**src/rtl/dgt_defines.vh**
```
`ifndef DGT_DEFINES_VH
`define DGT_DEFINES_VH
`define DGT_ADDR_AUXA_CTL 8'h00
`define DGT_ADDR_CORE_CTL 8'h04
`define DGT_ADDR_AUXB_CTL 8'h08
`define DGT_ADDR_SAUX_CTL 8'h0c
`define DGT_ADDR_SCORE_CTL 8'h10
`define DGT_ADDR_AUXA_CNT 8'h20
`define DGT_ADDR_CORE_CNT 8'h24
`define DGT_ADDR_AUXB_CNT 8'h28
`define DGT_ADDR_SAUX_CNT 8'h2c
`define DGT_ADDR_SCORE_CNT 8'h30
`define DGT_ADDR_CAPTURE_RELOAD_REG 8'h34
`define DGT_ADDR_STATUS 8'h38
`define DGT_CTL_RUN 0
`define DGT_CTL_DOWN 1
`define DGT_CTL_EXTDIR 2
`define DGT_CTL_MODE_LO 3
`define DGT_CTL_MODE_HI 4
`define DGT_CTL_PRE_LO 5
`define DGT_CTL_PRE_HI 7
`define DGT_CTL_SPEC_LO 8
`define DGT_CTL_SPEC_HI 9
`define DGT_CTL_TRIG_LO 10
`define DGT_CTL_TRIG_HI 11
`define DGT_CTL_OUTEN 12
`define DGT_CTL_CLR 13
`define DGT_MODE_TIMER 2'h0
`define DGT_MODE_COUNTER 2'h1
`define DGT_MODE_GATED 2'h2
`define DGT_MODE_INCR 2'h3
`define DGT_SPEC_NONE 2'h0
`define DGT_SPEC_CAPT 2'h1
`define DGT_SPEC_RELOAD 2'h2
`define DGT_SPEC_CHAIN 2'h3
`define DGT_G1_BASE_DIV 4
`define DGT_G2_BASE_DIV 2
`define DGT_CTL_RESET 16'h0000
`endif

```
**src/rtl/dgt_timer.v**
```verilog
`timescale 1ns/1ns
// One 16-bit up/down count stage with wrap detection
module dgt_timer #(
    parameter WIDTH = 16
) (
    clk,
    reset_n,
    tick,
    down,
    load,
    load_val,
    count,
    wrap
);
    input wire clk;
    input wire reset_n;
    input wire tick;
    input wire down;
    input wire load;
    input wire [WIDTH-1:0] load_val;
    output reg [WIDTH-1:0] count;
    output wire wrap;

    // Wrap ignores load so a reload taken on the wrap cannot loop back into it
    assign wrap = tick &&
        (down ? (count == {WIDTH{1'b0}}) : (count == {WIDTH{1'b1}}));

    always @(posedge clk or negedge reset_n)
    begin
        if (!reset_n)
            count <= {WIDTH{1'b0}};
        else if (load)
            count <= load_val;
        else if (tick)
            count <= down ? count - 1'b1 : count + 1'b1;
    end
endmodule

```
**src/rtl/dgt_unit.v**
```verilog
`timescale 1ns/1ns
`include "dgt_defines.vh"
// Contract
// - Five 16-bit timers; group one has three, group two two plus capture/reload.
// - Each auxiliary timer runs alone or chains to the core timer of its group.
// - Group one timers select timer, gated, counter or incremental mode.
// - Timer mode counts prescaled clock; counter mode counts input pin events.
// - Gated mode counts prescaled clocks only while the gate pin is high.
// - Group one finest resolution is four system clocks.
// - Direction set by software, optionally flipped by direction pin level.
// - Incremental mode decodes quadrature inputs into count and direction.
// - Core toggle latch flips on wrap, drives pin, clocks auxiliary timers.
// - Auxiliary timer configured as capture or reload stops counting.
// - Capture copies core count into auxiliary timer on input pin event.
// - Reload loads core from auxiliary on pin event or toggle latch edge.
// - Both auxiliaries reloading on opposite latch edges give a steady waveform.
// - Group two finest resolution is two system clocks.
// - Group two timers clock from prescaled clock or external signals.
// - Second toggle latch flips on wrap, clocks second aux, drives pin.
// - Second core wrap feeds compare unit and may reload from capture register.
// - Capture pin edge copies second aux into capture register, optional clear.
// - Capture may instead trigger on core timer input or direction edges.
module dgt_unit (
    clk,
    reset_n,
    addr,
    wdata,
    wr_en,
    rd_en,
    rdata,
    timer_input_pin,
    direction_input_pin,
    capture_input_pin,
    core_toggle_out_pin,
    second_toggle_out_pin,
    compare_clock_out
);
    input wire clk;
    input wire reset_n;
    input wire [7:0] addr;
    input wire [15:0] wdata;
    input wire wr_en;
    input wire rd_en;
    output reg [15:0] rdata;
    // Index 0 aux_timer_a, 1 core_timer, 2 aux_timer_b, 3 second_aux, 4 second_core
    input wire [4:0] timer_input_pin;
    input wire [4:0] direction_input_pin;
    input wire capture_input_pin;
    output reg core_toggle_out_pin;
    output reg second_toggle_out_pin;
    output reg compare_clock_out;

    localparam NT = 5;

    function [2:0] edge_of;
        input [1:0] sel;
        input prev;
        input cur;
        begin
            case (sel)
                2'h1: edge_of = {2'b00, cur & ~prev};
                2'h2: edge_of = {2'b00, ~cur & prev};
                2'h3: edge_of = {2'b00, cur ^ prev};
                default: edge_of = 3'h0;
            endcase
        end
    endfunction

    reg [15:0] ctl_q [0:NT-1];
    reg [15:0] capture_reload_reg_q;
    reg [4:0] tin_s1_q, tin_s2_q, tin_p_q;
    reg [4:0] dir_s1_q, dir_s2_q, dir_p_q;
    reg cap_s1_q, cap_s2_q, cap_p_q;
    reg [9:0] pre_cnt_q;
    reg core_latch_q, second_latch_q;
    reg [1:0] g1_base_q;
    reg g2_base_q;
    reg [4:0] wrap_sticky_q;

    wire [15:0] count [0:NT-1];
    wire [NT-1:0] wrap;
    reg [NT-1:0] tick;
    reg [NT-1:0] down;
    reg [NT-1:0] load;
    reg [15:0] load_val [0:NT-1];
    reg [NT-1:0] sw_wr;
    reg [NT-1:0] pre_tick;
    reg [NT-1:0] ext_ev;
    reg [NT-1:0] quad_ev;
    reg [NT-1:0] quad_dir;
    reg core_latch_d, second_latch_d;
    reg lat_rise, lat_fall;
    reg cap_trig;
    reg [2:0] e;
    reg [2:0] ce;
    integer i;
    integer j;
    integer k;

    // The third stage keeps the last sample so edges need no extra state
    always @(posedge clk or negedge reset_n)
    begin
        if (!reset_n)
        begin
            tin_s1_q <= 5'h00;
            tin_s2_q <= 5'h00;
            tin_p_q <= 5'h00;
            dir_s1_q <= 5'h00;
            dir_s2_q <= 5'h00;
            dir_p_q <= 5'h00;
            cap_s1_q <= 1'b0;
            cap_s2_q <= 1'b0;
            cap_p_q <= 1'b0;
        end
        else
        begin
            tin_s1_q <= timer_input_pin;
            tin_s2_q <= tin_s1_q;
            tin_p_q <= tin_s2_q;
            dir_s1_q <= direction_input_pin;
            dir_s2_q <= dir_s1_q;
            dir_p_q <= dir_s2_q;
            cap_s1_q <= capture_input_pin;
            cap_s2_q <= cap_s1_q;
            cap_p_q <= cap_s2_q;
        end
    end

    // Base enables: group one every 4 clocks, group two every 2
    always @(posedge clk or negedge reset_n)
    begin
        if (!reset_n)
        begin
            g1_base_q <= 2'h0;
            g2_base_q <= 1'b0;
            pre_cnt_q <= 10'h000;
        end
        else
        begin
            g1_base_q <= g1_base_q + 2'h1;
            g2_base_q <= ~g2_base_q;
            if (g2_base_q)
                pre_cnt_q <= pre_cnt_q + 10'h001;
        end
    end

    // Prescaler 2^n of the base rate, one shared ripple counter
    always @*
    begin
        for (j = 0; j < NT; j = j + 1)
        begin
            // Group one base pulses always meet an odd shared count, so bit 0 is skipped
            if (j < 3)
                pre_tick[j] = (g1_base_q == 2'h3) &&
                    ((pre_cnt_q[9:1] & ((9'h001 << ctl_q[j][`DGT_CTL_PRE_HI:`DGT_CTL_PRE_LO])
                    - 9'h001)) == 9'h000);
            else
                pre_tick[j] = g2_base_q &&
                    ((pre_cnt_q & ((10'h001 << ctl_q[j][`DGT_CTL_PRE_HI:`DGT_CTL_PRE_LO])
                    - 10'h001)) == 10'h000);
            e = edge_of(ctl_q[j][`DGT_CTL_TRIG_HI:`DGT_CTL_TRIG_LO], tin_p_q[j], tin_s2_q[j]);
            ext_ev[j] = e[0];
            // Any edge on A or B is one quadrature step
            quad_ev[j] = (tin_p_q[j] ^ tin_s2_q[j]) | (dir_p_q[j] ^ dir_s2_q[j]);
            quad_dir[j] = (tin_p_q[j] ^ tin_s2_q[j]) ? ~(tin_s2_q[j] ^ dir_s2_q[j])
                : (dir_s2_q[j] ^ tin_s2_q[j]);
        end
    end

    // Latch edges for reload triggers
    always @*
    begin
        core_latch_d = core_latch_q ^ wrap[1];
        second_latch_d = second_latch_q ^ wrap[4];
        lat_rise = wrap[1] & ~core_latch_q;
        lat_fall = wrap[1] & core_latch_q;
        cap_trig = 1'b0;
        ce = edge_of(ctl_q[3][`DGT_CTL_TRIG_HI:`DGT_CTL_TRIG_LO], cap_p_q, cap_s2_q);
        cap_trig = ce[0];
        // Core pin capture replaces the capture pin rather than adding to it
        if (ctl_q[3][`DGT_CTL_OUTEN])
            cap_trig = (tin_p_q[1] ^ tin_s2_q[1]) | (dir_p_q[1] ^ dir_s2_q[1]);
    end

    // Tick, direction and load selection per timer
    always @*
    begin
        for (i = 0; i < NT; i = i + 1)
        begin
            sw_wr[i] = wr_en && (addr == `DGT_ADDR_AUXA_CNT + 8'h04 * i[7:0]);
            down[i] = ctl_q[i][`DGT_CTL_DOWN] ^
                (ctl_q[i][`DGT_CTL_EXTDIR] & dir_s2_q[i]);
            tick[i] = 1'b0;
            load[i] = sw_wr[i];
            load_val[i] = wdata;
            case (ctl_q[i][`DGT_CTL_MODE_HI:`DGT_CTL_MODE_LO])
                `DGT_MODE_TIMER: tick[i] = pre_tick[i];
                `DGT_MODE_COUNTER: tick[i] = ext_ev[i];
                `DGT_MODE_GATED: tick[i] = pre_tick[i] & tin_s2_q[i];
                `DGT_MODE_INCR:
                begin
                    tick[i] = quad_ev[i];
                    down[i] = quad_dir[i] ^ ctl_q[i][`DGT_CTL_DOWN];
                end
                default: tick[i] = 1'b0;
            endcase
            if (ctl_q[i][`DGT_CTL_SPEC_HI:`DGT_CTL_SPEC_LO] == `DGT_SPEC_CHAIN)
            begin
                // Chained: count on latch change of the group's core timer
                if (i == 0 || i == 2)
                    tick[i] = wrap[1];
                else if (i == 3)
                    tick[i] = wrap[4];
            end
            // A capture or reload register must hold its value, so it never counts
            if ((i == 0 || i == 2) &&
                (ctl_q[i][`DGT_CTL_SPEC_HI:`DGT_CTL_SPEC_LO] == `DGT_SPEC_CAPT ||
                ctl_q[i][`DGT_CTL_SPEC_HI:`DGT_CTL_SPEC_LO] == `DGT_SPEC_RELOAD))
                tick[i] = 1'b0;
            if (!ctl_q[i][`DGT_CTL_RUN])
                tick[i] = 1'b0;
        end
        // Capture of core count into an auxiliary timer
        if (ctl_q[0][`DGT_CTL_SPEC_HI:`DGT_CTL_SPEC_LO] == `DGT_SPEC_CAPT && ext_ev[0])
        begin
            load[0] = 1'b1;
            load_val[0] = count[1];
        end
        if (ctl_q[2][`DGT_CTL_SPEC_HI:`DGT_CTL_SPEC_LO] == `DGT_SPEC_CAPT && ext_ev[2])
        begin
            load[2] = 1'b1;
            load_val[2] = count[1];
        end
        // Reload of core: option bit picks the latch edge, else the pin edge
        // A reload in a wrap cycle replaces the wrapped value
        if (ctl_q[0][`DGT_CTL_SPEC_HI:`DGT_CTL_SPEC_LO] == `DGT_SPEC_RELOAD &&
            (ctl_q[0][`DGT_CTL_CLR] ? lat_rise : ext_ev[0]))
        begin
            load[1] = 1'b1;
            load_val[1] = count[0];
        end
        if (ctl_q[2][`DGT_CTL_SPEC_HI:`DGT_CTL_SPEC_LO] == `DGT_SPEC_RELOAD &&
            (ctl_q[2][`DGT_CTL_CLR] ? lat_fall : ext_ev[2]))
        begin
            load[1] = 1'b1;
            load_val[1] = count[2];
        end
        // Second aux cleared in the same cycle as the capture when asked
        if (cap_trig && ctl_q[3][`DGT_CTL_CLR])
        begin
            load[3] = 1'b1;
            load_val[3] = 16'h0000;
        end
        if (wrap[4] && ctl_q[4][`DGT_CTL_CLR])
        begin
            load[4] = 1'b1;
            load_val[4] = capture_reload_reg_q;
        end
    end

    genvar g;
    generate
        for (g = 0; g < NT; g = g + 1)
        begin : tmr
            dgt_timer #(
                .WIDTH(16)
            ) u_timer (
                .clk(clk),
                .reset_n(reset_n),
                .tick(tick[g]),
                .down(down[g]),
                .load(load[g]),
                .load_val(load_val[g]),
                .count(count[g]),
                .wrap(wrap[g])
            );
        end
    endgenerate

    // Registers, latches and outputs
    always @(posedge clk or negedge reset_n)
    begin
        if (!reset_n)
        begin
            for (k = 0; k < NT; k = k + 1)
                ctl_q[k] <= `DGT_CTL_RESET;
            capture_reload_reg_q <= 16'h0000;
            core_latch_q <= 1'b0;
            second_latch_q <= 1'b0;
            wrap_sticky_q <= 5'h00;
            core_toggle_out_pin <= 1'b0;
            second_toggle_out_pin <= 1'b0;
            compare_clock_out <= 1'b0;
            rdata <= 16'h0000;
        end
        else
        begin
            // Control words sit on four-byte steps in timer index order
            for (k = 0; k < NT; k = k + 1)
                if (wr_en && addr == `DGT_ADDR_AUXA_CTL + 8'h04 * k[7:0])
                    ctl_q[k] <= wdata;
            if (cap_trig)
                capture_reload_reg_q <= count[3];
            else if (wr_en && addr == `DGT_ADDR_CAPTURE_RELOAD_REG)
                capture_reload_reg_q <= wdata;
            core_latch_q <= core_latch_d;
            second_latch_q <= second_latch_d;
            core_toggle_out_pin <= core_latch_d & ctl_q[1][`DGT_CTL_OUTEN];
            second_toggle_out_pin <= second_latch_d & ctl_q[4][`DGT_CTL_OUTEN];
            compare_clock_out <= wrap[4];
            // Set wins over a software clear in the same cycle
            if (wr_en && addr == `DGT_ADDR_STATUS)
                wrap_sticky_q <= (wrap_sticky_q & ~wdata[4:0]) | wrap;
            else
                wrap_sticky_q <= wrap_sticky_q | wrap;
            rdata <= 16'h0000;
            if (rd_en)
            begin
                // Unmapped addresses fall to the default and read as zero
                case (addr)
                    `DGT_ADDR_AUXA_CTL: rdata <= ctl_q[0];
                    `DGT_ADDR_CORE_CTL: rdata <= ctl_q[1];
                    `DGT_ADDR_AUXB_CTL: rdata <= ctl_q[2];
                    `DGT_ADDR_SAUX_CTL: rdata <= ctl_q[3];
                    `DGT_ADDR_SCORE_CTL: rdata <= ctl_q[4];
                    `DGT_ADDR_AUXA_CNT: rdata <= count[0];
                    `DGT_ADDR_CORE_CNT: rdata <= count[1];
                    `DGT_ADDR_AUXB_CNT: rdata <= count[2];
                    `DGT_ADDR_SAUX_CNT: rdata <= count[3];
                    `DGT_ADDR_SCORE_CNT: rdata <= count[4];
                    `DGT_ADDR_CAPTURE_RELOAD_REG: rdata <= capture_reload_reg_q;
                    `DGT_ADDR_STATUS: rdata <= {9'h000, second_latch_q, core_latch_q,
                        wrap_sticky_q};
                    default: rdata <= 16'h0000;
                endcase
            end
        end
    end
endmodule

```
**config.mk**
```make
export PLATFORM = sky130hd
export DESIGN_NAME = dgt_unit
export DESIGN_NICKNAME = d
export VERILOG_FILES = /design/src/rtl/dgt_timer.v /design/src/rtl/dgt_unit.v
export VERILOG_INCLUDE_DIRS = /design/src /design/src/rtl
export SDC_FILE = /design/constraint.sdc
export NUM_CORES = 1
export LEC_CHECK = 0
export BUFFER_PORTS_ARGS = -buffer_cell sky130_fd_sc_hd__buf_4
export CAP_MARGIN = 15
export CORE_ASPECT_RATIO = 0.6
export CORE_MARGIN = 4
export CORE_UTILIZATION = 35
export CTS_BUF_LIST = sky130_fd_sc_hd__clkbuf_4
export CTS_CLUSTER_DIAMETER = 40
export DETAILED_ROUTE_END_ITERATION = 6
export GPL_ROUTABILITY_DRIVEN = 0
export PLACE_DENSITY = 0.59
export SETUP_SLACK_MARGIN = 0.02
export SYNTH_ARGS = -nofsm -noshare
export SYNTH_HDL_FRONTEND = slang
export SYNTH_SLANG_ARGS = --single-unit
```
**constraint.sdc**
```tcl
create_clock -name clk -period 11.6 [get_ports clk]
set_input_delay 1.74 -clock clk [delete_from_list [all_inputs] [get_ports clk]]
set_output_delay 1.74 -clock clk [all_outputs]
set_load 0.02 [all_outputs]
```
==> impl_metrics.py, run 1 <==
metrics = {
    "floorplan": {
        "initial_core_util": 0.355,
        "coreArea_sq_mm": 0.0463,
        "placementRows": 61,
        "die_area_sq_mm": 0.0506,
        "dieHeight_um": 176,
        "die_w_um": 288,
        "ios": 58,
    },
    "sta": {
        "skew_ns": 0.0535,
        "post-route-period-util": 0.423,
        "fmaxAchievable_ghz": 0.204,
        "slew_viol_final": 0,
        "slew_headroom": 0.275,
        "hold_violations": 0,
        "worstMarginPinSlew_ns": 1.08,
        "tns_ns": 0,
        "min_period_ns": 4.90,
        "rsz0062_at_grt": "false",
        "setup_violations": 0,
        "postLayoutSetupSlackWorst_ns": 6.70,
    },
    "power_and_ir_drop": {
        "ir_drop_mv": 0.115,
        "seqPwrFrac": 0.458,
        "clkPwrFrac": 0.295,
        "power.switching_w": 0.00116,
        "switching_share": 0.396,
        "power.density_mw_per_mm2": 159,
        "combPwrFrac": 0.246,
        "power.leakage_nw": 8.50,
        "internal_power_w": 0.00177,
    },
    "cells_and_area": {
        "num-fill-cells": 4617,
        "final_nets": 1931,
        "finalCoreUtilization": 0.397,
        "area_growth_pct": 11.9,
        "drive_above_1_share": 0.159,
    },
    "clock_tree": {
        "clockBufferDepth": 3,
        "cts_made_buffers": 66,
        "htreeDepth": 3,
        "post_cts_buffers": 0,
        "clkTransAtPathRegs_ns": 0.07,
        "cts_hold_buf": 0,
        "clock_sinks": 248,
        "clockRootBuffer": "clkbuf_4",
        "cts_resized": 0,
        "tritoncts": "built",
        "clkLatencyLatePin_ns": 0.77,
    },
    "detailed_routing": {
        "wl_mm": 61.4,
        "wl_per_cell_um": 24.8,
        "drc_errors": 3,
        "dr_total_vias": 15184,
        "vias_per_cell": 6.14,
        "first_pass_iters": 7,
        "ant_nets": 0,
        "drt_iter0_drc": 2202,
    },
    "critical_path": {
        "worstPathRequired_ns": 12.19,
        "critPathKind": "flip-flop to flip-flop",
        "r2r_end": "tmr[4].u_timer.count[14]$_DFFE_PN0P_",
        "critical_path.slowest_cell": "fa_1",
        "r2r-start": "tin_s2_q[4]$_DFF_PN0_",
        "worstPathArrival_ns": 5.49,
        "cp-end-kind": "flip-flop",
        "r2r_cells": 16,
        "start_kind": "flip-flop",
        "cp_max_fo": 15,
        "ff2ff_setup_slack_ns": 6.70,
        "cpPeakStageDelay_ns": 0.54,
        "crit_chain": "inv_1, ha_1, xor3_1, mux2i_1, xnor2_1, inv_1, fa_1, a211oi_1, nor2_1, o41ai_1, a21oi_1, o41ai_1, o21ai_0, xor2_1, mux2i_1, a31oi_1",
    },
    "placement": {
        "hpwlAfterDp_mm": 44.2,
        "pre_cts_ws_ns": 6.78,
        "numPortBuffers": 57,
    },
    "min_path": {
        "hold_path.class": "flip-flop to flip-flop",
        "holdPathStages": 0,
        "holdPathEnd": "tin_s2_q[4]$_DFF_PN0_",
        "min_from": "tin_s1_q[4]$_DFF_PN0_",
    },
    "synthesis": {
        "synthTopCellsByArea": "dfrtp_1, ha_1, mux2_2",
        "syn_area_per_cell_sq_um": 9.48,
        "synthTopCellsByCount": "dfrtp_1, nor2_1, a21oi_1, nand2_1, o21ai_0",
        "syn_inst": 1733,
        "synthArstFlopShare": 1.00,
        "synth-seq-cells": 248,
        "yosysMostFrequentCell": "dfrtp_1",
        "synth_ff_type": "dfrtp_1",
        "yosysTopAreaCellShare": 0.378,
        "synthesis.nets": 1871,
        "netlist_area_sq_mm": 0.0164,
        "synth-edff-count": 0,
        "ys_types": 76,
        "synth_warnings": 0,
        "ys_seq_area_frac": 0.378,
        "yosysTopAreaCell": "dfrtp_1",
    },
    "grt": {
        "grt_pass1_wl_mm": 91.9,
        "overflow": 0,
        "grt_max_degree": 129,
        "track_usage": 0.240,
        "grt_pass1_vias": 14322,
        "antenna_found_initial": 2,
    },
    "flow_run": {
        "maxCapViolations": 0,
    },
    "outcome": {
        "violations": "design-rule violations",
        "outcome": "finished with violations",
    },
}
critical path: cells and delay by family (launching register included):
family                   cells  cell delay (ns)
AO/OA/AOI/OAI                6             1.66
adder cells (fa/ha/maj)      2             0.88
XOR/XNOR                     3             0.80
buffers and inverters        2             0.49
multiplexers                 2             0.40
flip-flops                   1             0.39
AND/OR/NAND/NOR              1             0.12
layout make-up:
class,instances,area [sq um],share of cell area
diodes,1,2.50,0.000136
clock buffers,93,698,0.0380
clock inverters,22,198,0.0108
inverters,42,158,0.00857
multi-input cells,1352,9690,0.527
flip-flops and latches,248,6210,0.338
well taps,630,788,0.0429
repair buffers,83,651,0.0354
cells by family after synthesis:
logic type,synth area share
AO/OA/AOI/OAI,0.216
XOR/XNOR,0.0483
adder cells (fa/ha/maj),0.0776
buffers and inverters,0.0337
flip-flops,0.378
multiplexers,0.110
AND/OR/NAND/NOR,0.137
power groups by stage:
stage / combinational [W] / clock, W / sequential (W)
6_report: 0.000722 / 0.000865 / 0.00134
5_1_grt: 0.000811 / 0.000927 / 0.00134
4_1_cts: 0.000710 / 0.000877 / 0.00131
3_5_place_dp: 0.000705 / 0 / 0.00133
3_3_place_gp: 0.000687 / 0 / 0.00132
2_1_floorplan: 0.000557 / 0 / 0.00113
flip-flops by register name (all words and copies together), names as in the netlist, 2 cells and up:
name and flops:
ctl_q 80, tmr.u_timer.count 80, capture_reload_reg_q 16, rdata 16, pre_cnt_q 10, dir_p_q 5, dir_s1_q 5, dir_s2_q 5
tin_p_q 5, tin_s1_q 5, tin_s2_q 5, wrap_sticky_q 5, g1_base_q 2
worst max-delay path by stage:
stage	startpoint	end	slack, ns	cells past startpoint
after floorplan	tin_s2_q[0]$_DFF_PN0_	tmr[0].u_timer.count[15]$_DFFE_PN0P_	7.39	17
after global placement	tin_s2_q[4]$_DFF_PN0_	tmr[4].u_timer.count[14]$_DFFE_PN0P_	6.90	16
after detailed placement	tin_s2_q[4]$_DFF_PN0_	tmr[4].u_timer.count[14]$_DFFE_PN0P_	6.78	16
after CTS	tin_s2_q[4]$_DFF_PN0_	tmr[4].u_timer.count[14]$_DFFE_PN0P_	6.71	16
after global routing	tin_s2_q[3]$_DFF_PN0_	tmr[3].u_timer.count[15]$_DFFE_PN0P_	6.32	17
final	tin_s2_q[4]$_DFF_PN0_	tmr[4].u_timer.count[14]$_DFFE_PN0P_	6.70	16
routing by layer:
metal | up-vias | GRT usage | share of wire
li1 | 6686 | - | -
met1 | 7385 | 0.355 | 0.44
met2 | 951 | 0.311 | 0.38
met3 | 160 | 0.0970 | 0.14
met4 | 2 | 0.0755 | 0.032
met5 | - | 0.0163 | 0.0018
per-stage QoR:
step / power (W) / hold WS [ns] / instances / instance area [sq um]
2_1_floorplan: 0.00168 / 0.331 / 1733 / 16400
3_3_place_gp: 0.00201 / 0.337 / 2354 / 17500
3_5_place_dp: 0.00203 / 0.337 / 2354 / 17500
4_1_cts: 0.00290 / 0.353 / 2469 / 18400
5_1_grt: 0.00308 / 0.359 / 2470 / 18400
6_report: 0.00293 / 0.343 / 2471 / 18400
layout by cell type (no fill, tap or decap), types with 18 or more instances in the layout:
| master | netlist | final |
|---|---|---|
| mux2i_1 | 82 | 82 |
| a221oi_1 | 39 | 39 |
| mux2_2 | 86 | 86 |
| ha_1 | 94 | 94 |
| nor3_1 | 34 | 34 |
| a21oi_1 | 124 | 123 |
| o211ai_1 | 27 | 27 |
| nor4_1 | 26 | 26 |
| xnor2_1 | 60 | 60 |
| nand2_1 | 124 | 124 |
| buf_4 | 2 | 81 |
| nand4_1 | 32 | 32 |
| nand3_1 | 41 | 41 |
| o21ai_0 | 107 | 107 |
| clkbuf_4 | 0 | 93 |
| dfrtp_1 | 248 | 248 |
| a211oi_1 | 18 | 18 |
| xor2_1 | 28 | 28 |
| a22o_1 | 38 | 38 |
| inv_1 | 42 | 42 |
| nor2_1 | 129 | 129 |
| a21o_1 | 36 | 36 |
| a31oi_1 | 24 | 24 |
(Power assumes the default switching activity.)
==> run 2, diff against run 1 <==
ABC_AREA = 1   (was default)
clock period = 4.7 ns   (was 11.6 ns; I/O delays follow)
==> impl_metrics.py, run 2 <==
metrics = {
    "outcome": {
        "outcome": "finished clean",
    },
    "synthesis": {
        "yosysMostFrequentCell": "nand2_1",
        "synthTopCellsByArea": "dfrtp_1, nand2_1, o21ai_0",
        "netlist_area_sq_mm": 0.0176,
        "yosysTopAreaCell": "dfrtp_1",
        "synth_ff_type": "dfrtp_1",
        "synth-seq-cells": 248,
        "yosysTopAreaCellShare": 0.353,
        "syn_area_per_cell_sq_um": 7.29,
        "ys_seq_area_frac": 0.353,
        "synthesis.nets": 2548,
        "synth-edff-count": 0,
        "ys_types": 62,
        "syn_inst": 2410,
        "synthArstFlopShare": 1.00,
        "synth_warnings": 0,
        "synthTopCellsByCount": "nand2_1, inv_1, o21ai_0",
    },
    "clock_tree": {
        "clockBufferDepth": 3,
        "htreeDepth": 3,
        "clkTransAtPathRegs_ns": 0.07,
        "clock_sinks": 248,
        "clockRootBuffer": "clkbuf_4",
        "cts_made_buffers": 69,
        "clkLatencyLatePin_ns": 0.80,
        "tritoncts": "built",
    },
    "placement": {
        "numPortBuffers": 57,
        "hpwlAfterDp_mm": 51.0,
    },
    "critical_path": {
        "worstPathArrival_ns": 4.89,
        "worstPathRequired_ns": 5.32,
        "critical_path.slowest_cell": "o21ai_0",
        "start_kind": "flip-flop",
        "cp_common_cell": "nand2_1",
        "cpPeakStageDelay_ns": 0.50,
        "cp_max_fo": 15,
        "critPathKind": "flip-flop to flip-flop",
        "crit_chain": "inv_1, ha_1, inv_1, nand2_1, nand2_1, o21ai_0, or2_2, nand2_1, inv_1, ha_1, a21oi_1, o21ai_0, a21oi_1, o21ai_0, or2_2, nand3_1, nand2_1, nand2_1, nand2_1",
        "cp-end-kind": "flip-flop",
    },
    "grt": {
        "grt_pass1_vias": 16726,
        "overflow": 0,
        "track_usage": 0.246,
        "antenna_found_initial": 7,
        "grt_max_degree": 118,
        "grt_pass1_wl_mm": 102,
    },
    "power_and_ir_drop": {
        "finalPower_w": 0.00653,
        "power.leakage_nw": 9.63,
        "internal_power_w": 0.00395,
        "seqPwrFrac": 0.421,
        "switching_share": 0.395,
        "ir_drop_mv": 0.166,
        "power.switching_w": 0.00258,
        "combPwrFrac": 0.268,
        "power.density_mw_per_mm2": 336,
        "clkPwrFrac": 0.311,
    },
    "sta": {
        "rsz0062_at_grt": "false",
        "skew_ns": 0.0815,
        "worstMarginPinSlew_ns": 1.06,
        "slew_viol_final": 0,
        "hold_violations": 0,
        "setup_violations": 0,
        "slew_headroom": 0.289,
        "fmaxAchievable_ghz": 0.234,
        "min_period_ns": 4.27,
        "tns_ns": 0,
        "post-route-period-util": 0.909,
    },
    "detailed_routing": {
        "first_pass_iters": 7,
        "ant_nets": 0,
        "vias_per_cell": 5.75,
        "drt_iter0_drc": 2712,
        "wl_mm": 68.0,
        "wl_per_cell_um": 21.4,
        "dr_total_vias": 18271,
        "drc_errors": 0,
    },
    "floorplan": {
        "die_w_um": 297,
        "placementRows": 63,
        "die_area_sq_mm": 0.0540,
        "initial_core_util": 0.355,
        "coreArea_sq_mm": 0.0495,
        "dieHeight_um": 182,
        "ios": 58,
    },
    "cells_and_area": {
        "regArea_sq_mm": 0.00621,
        "area_growth_pct": 10.5,
        "num-fill-cells": 5242,
        "layout_commonest_cell": "nand2_1",
        "top_regs": "ctl_q: 80 flops, tmr.u_timer.count: 80 flops",
        "layout_common_cells": "nand2_1, inv_1, o21ai_0, dfrtp_1, nand3_1",
        "final_nets": 2621,
        "multi_input_area_sq_mm": 0.00976,
        "drive_above_1_share": 0.0985,
    },
    "min_path": {
        "hold_path.class": "primary input to async pin",
    },
    "flow_run": {
        "maxCapViolations": 0,
    },
}
## run 2: cell count changes after synthesis, sizes merged, moves of 18 or more
cell / change
mux2: -87
a21o: -21
buf: +24
o21ai: +199
nand3: +168
clkbuf: -36
nand2: +479
xnor2: -48
o22ai: +34
inv: +268
a22o: -37
nor2: -18
mux2i: -82
## run 2: metrics by stage
stage          std cells   util  hold WS (ns)  instance area [sq um]  setup slack [ns]
3_5_place_dp        3059  0.375         0.337                  18600             0.324
3_3_place_gp        3059  0.375         0.336                  18600             0.375
4_1_cts             3176  0.392      0.000896                  19400             0.278
2_1_floorplan       2410      -         0.331                  17600              1.49
5_1_grt             3179  0.393    -0.0000127                  19400            0.0535
6_report            3179  0.393        0.0394                  19400             0.427
## run 2: power groups by stage
stage          combinational (W)  clock [W]  sequential [W]
6_report                 0.00175    0.00203         0.00275
5_1_grt                  0.00195    0.00219         0.00276
4_1_cts                  0.00169    0.00207         0.00272
3_5_place_dp             0.00168          0         0.00276
3_3_place_gp             0.00165          0         0.00275
2_1_floorplan            0.00121          0         0.00258
## run 2: final timing paths
check,end,cells after the start,from,slack [ns]
max in group asynchronous,tmr[1].u_timer.count[10]$_DFFE_PN0P_,2,reset_n,3.58
min,ctl_q[50]$_DFFE_PN0P_,1,reset_n,0.04
max,tmr[0].u_timer.count[10]$_DFFE_PN0P_,19,tin_s2_q[0]$_DFF_PN0_,0.43
min reg2reg,dir_s2_q[0]$_DFF_PN0_,0,dir_s1_q[0]$_DFF_PN0_,0.35
min in group clk,dir_s1_q[2]$_DFF_PN0_,1,direction_input_pin[2],0.05
max reg2reg,tmr[0].u_timer.count[10]$_DFFE_PN0P_,19,tin_s2_q[0]$_DFF_PN0_,0.43
## run 2: layer usage
metal  up-vias  wire (um)  track usage
met1      8627      30700        0.371
met4         6       2140       0.0718
met2      1078      25100        0.317
met5         -         43            0
li1       8393          -            -
met3       167       9960       0.0946
## run 2: layout make-up
cell class | instances | area share
clock inverters | 28 | 0.00959
repair buffers | 81 | 0.0327
flip-flops and latches | 248 | 0.319
multi-input cells | 1771 | 0.502
well taps | 650 | 0.0418
inverters | 312 | 0.0603
diodes | 2 | 0.000258
clock buffers | 87 | 0.0336
## run 2: repair_timing
item / in CTS / in global routing
buffers inserted: 0 / 0
gates resized for setup: 0 / 1
hold buffers: 2 / 1
endpoints found under the hold margin: 2 / 1
setup endpoints to repair: 0 / 16
## run 2: cells by family (layout without fill, tap and decap cells)
family,count (synthesis),count (layout),share of synthesized area
AOI/OAI and AO/OA,606,606,0.202
xor gates and xnor gates,49,49,0.0244
adders and majority gates,99,99,0.0726
buffers and inverters,391,508,0.0918
DFF,248,248,0.353
other,0,2,0
and+or+nand+nor,1017,1017,0.256
## run 2: worst max-delay path: cells and delay by family (launching register included)
kind	cells	cell delay, ns
AOI/OAI and AO/OA	5	1.29
adders and majority gates	2	0.74
buffers and inverters	3	0.63
DFF	1	0.41
and+or+nand+nor	9	1.01
==> run 3, diff against run 2 <==
BUFFER_PORTS_ARGS = -buffer_cell sky130_fd_sc_hd__clkbuf_2   (was -buffer_cell sky130_fd_sc_hd__buf_4)
==> impl_metrics.py, run 3 (synthesis results as in run 2) <==
metrics = {
    "cells_and_area": {
        "area_growth_pct": 9.98,
        "final_design_area_no_fill_sq_mm": 0.0193,
        "drive_above_1_share": 0.0984,
        "layout_common_cells": "nand2_1, inv_1, o21ai_0, dfrtp_1, nand3_1",
        "final_nets": 2624,
        "layout_commonest_cell": "nand2_1",
        "top_regs": "ctl_q: 80 flops, tmr.u_timer.count: 80 flops",
    },
    "sta": {
        "rsz0062_at_grt": "false",
        "hold_violations": 0,
        "min_period_ns": 4.28,
        "post-route-period-util": 0.911,
        "setup_violations": 0,
        "worstMarginPinSlew_ns": 1.10,
        "slew_viol_final": 0,
        "tns_ns": 0,
        "skew_ns": 0.0528,
        "slew_headroom": 0.269,
        "fmaxAchievable_ghz": 0.234,
    },
    "critical_path": {
        "cp-end-kind": "flip-flop",
        "start_kind": "flip-flop",
        "r2r_cells": 21,
        "worstPathRequired_ns": 5.39,
        "ff2ff_setup_slack_ns": 0.42,
        "worstPathArrival_ns": 4.97,
        "cp_max_fo": 15,
        "crit_start": "tin_s2_q[0]$_DFF_PN0_",
        "r2r-start": "tin_s2_q[0]$_DFF_PN0_",
        "r2r_end": "tmr[0].u_timer.count[11]$_DFFE_PN0P_",
        "critPathKind": "flip-flop to flip-flop",
        "cp-endpoint": "tmr[0].u_timer.count[11]$_DFFE_PN0P_",
    },
    "power_and_ir_drop": {
        "ir_drop_mv": 0.161,
        "power.switching_w": 0.00254,
        "combPwrFrac": 0.270,
        "power.leakage_nw": 9.60,
        "finalPower_w": 0.00652,
        "internal_power_w": 0.00399,
        "power.density_mw_per_mm2": 337,
        "clkPwrFrac": 0.310,
        "seqPwrFrac": 0.420,
        "switching_share": 0.389,
    },
    "clock_tree": {
        "htreeDepth": 3,
        "clockBufferDepth": 3,
        "tritoncts": "built",
        "cts_made_buffers": 68,
        "clock_sinks": 248,
        "clockRootBuffer": "clkbuf_4",
        "post_cts_buffers": 0,
        "clkTransAtPathRegs_ns": 0.07,
        "clkLatencyLatePin_ns": 0.78,
    },
    "floorplan": {
        "coreArea_sq_mm": 0.0495,
        "die_w_um": 297,
        "dieHeight_um": 182,
        "placementRows": 63,
        "die_area_sq_mm": 0.0540,
        "initial_core_util": 0.355,
        "ios": 58,
    },
    "detailed_routing": {
        "dr_total_vias": 18301,
        "vias_per_cell": 5.75,
        "drc_errors": 0,
        "wl_per_cell_um": 21.4,
        "ant_nets": 0,
        "wl_mm": 68.1,
        "first_pass_iters": 6,
        "drt_iter0_drc": 2766,
    },
    "grt": {
        "overflow": 0,
        "grt_pass1_wl_mm": 103,
        "grt_pass1_vias": 16799,
        "antenna_found_initial": 4,
        "grt_max_degree": 106,
        "track_usage": 0.247,
    },
    "min_path": {
        "hold_path.class": "primary input to flip-flop",
    },
    "outcome": {
        "outcome": "finished clean",
    },
    "placement": {
        "hpwlAfterDp_mm": 51.3,
        "numPortBuffers": 57,
        "dpl_cell_area_sq_mm": 0.0184,
    },
    "flow_run": {
        "maxCapViolations": 0,
    },
}
## run 3: cell types whose count changed in the layout (fill, tap and decap cells not counted), sizes merged
| cell | change |
|---|---|
| clkbuf | +62 |
| buf | -55 |
| clkinv | -5 |
| dlygate4sd3 | +3 |
| diode | +1 |
| inv | -1 |
## run 3: final cells by class
type,instances,area (sq um)
Fill cell,5174,30200
Multi-Input combinational cell,1771,9760
Sequential cell,248,6210
Inverter,312,1170
Tap cell,650,813
Clock buffer,93,698
Timing Repair Buffer,85,533
Clock inverter,22,141
Antenna cell,3,7.51
## run 3: critical path, cell delays in order, from the launching register on
cell and delay, ns:
dfrtp_1 0.39, inv_1 0.09, ha_1 0.33, inv_1 0.06, nand2_1 0.07, nand2_1 0.04, o21ai_0 0.53, or2_2 0.24
nand2_1 0.16, inv_1 0.47, ha_1 0.39, nand3_1 0.09, nand3_1 0.17, nand4_1 0.12, nand2_1 0.10, a21oi_1 0.41
o21ai_0 0.17, nand2_1 0.08, nand3_1 0.11, nand2_1 0.10, nand2_1 0.06, nand2_1 0.06
## run 3: timing repair
action                     4_1_cts  5_1_grt
resized for setup                0        1
hold buffers                     5        1
hold endpoints to repair         5        4
setup endpoints to repair        0       16
## run 3: how the worst min path moves through the flow
stage / cells past startpoint / endpoint / start
floorplan: 0 / cap_s2_q$_DFF_PN0_ / cap_s1_q$_DFF_PN0_
global placement: 0 / tin_s2_q[4]$_DFF_PN0_ / tin_s1_q[4]$_DFF_PN0_
detailed placement: 0 / tin_s2_q[3]$_DFF_PN0_ / tin_s1_q[3]$_DFF_PN0_
CTS: 1 / tin_s1_q[4]$_DFF_PN0_ / timer_input_pin[4]
global route: 1 / tin_s1_q[1]$_DFF_PN0_ / timer_input_pin[1]
finish: 1 / tin_s1_q[0]$_DFF_PN0_ / timer_input_pin[0]
## run 3: through the flow
stage	hold WS [ns]	instances	setup slack [ns]	util
3_5_place_dp	0.335	3060	0.237	0.372
3_3_place_gp	0.335	3060	0.381	0.372
2_1_floorplan	0.331	2410	1.49	-
5_1_grt	0.00104	3183	0.0839	0.391
4_1_cts	0.000570	3180	0.202	0.390
6_report	0.0558	3184	0.420	0.391
## run 3: layer usage
layer	share of wire	track usage	up-vias
met5	0	0	-
met4	0.035	0.0852	0
met3	0.14	0.0857	159
met2	0.37	0.312	1116
met1	0.45	0.378	8630
li1	-	-	8396
## run 3: power groups by stage
stage / combinational, W / sequential [W] / clock (W)
global placement: 0.00166 / 0.00274 / 0
CTS: 0.00171 / 0.00271 / 0.00207
finish: 0.00176 / 0.00274 / 0.00202
global route: 0.00196 / 0.00276 / 0.00219
floorplan: 0.00121 / 0.00258 / 0
detailed placement: 0.00169 / 0.00275 / 0
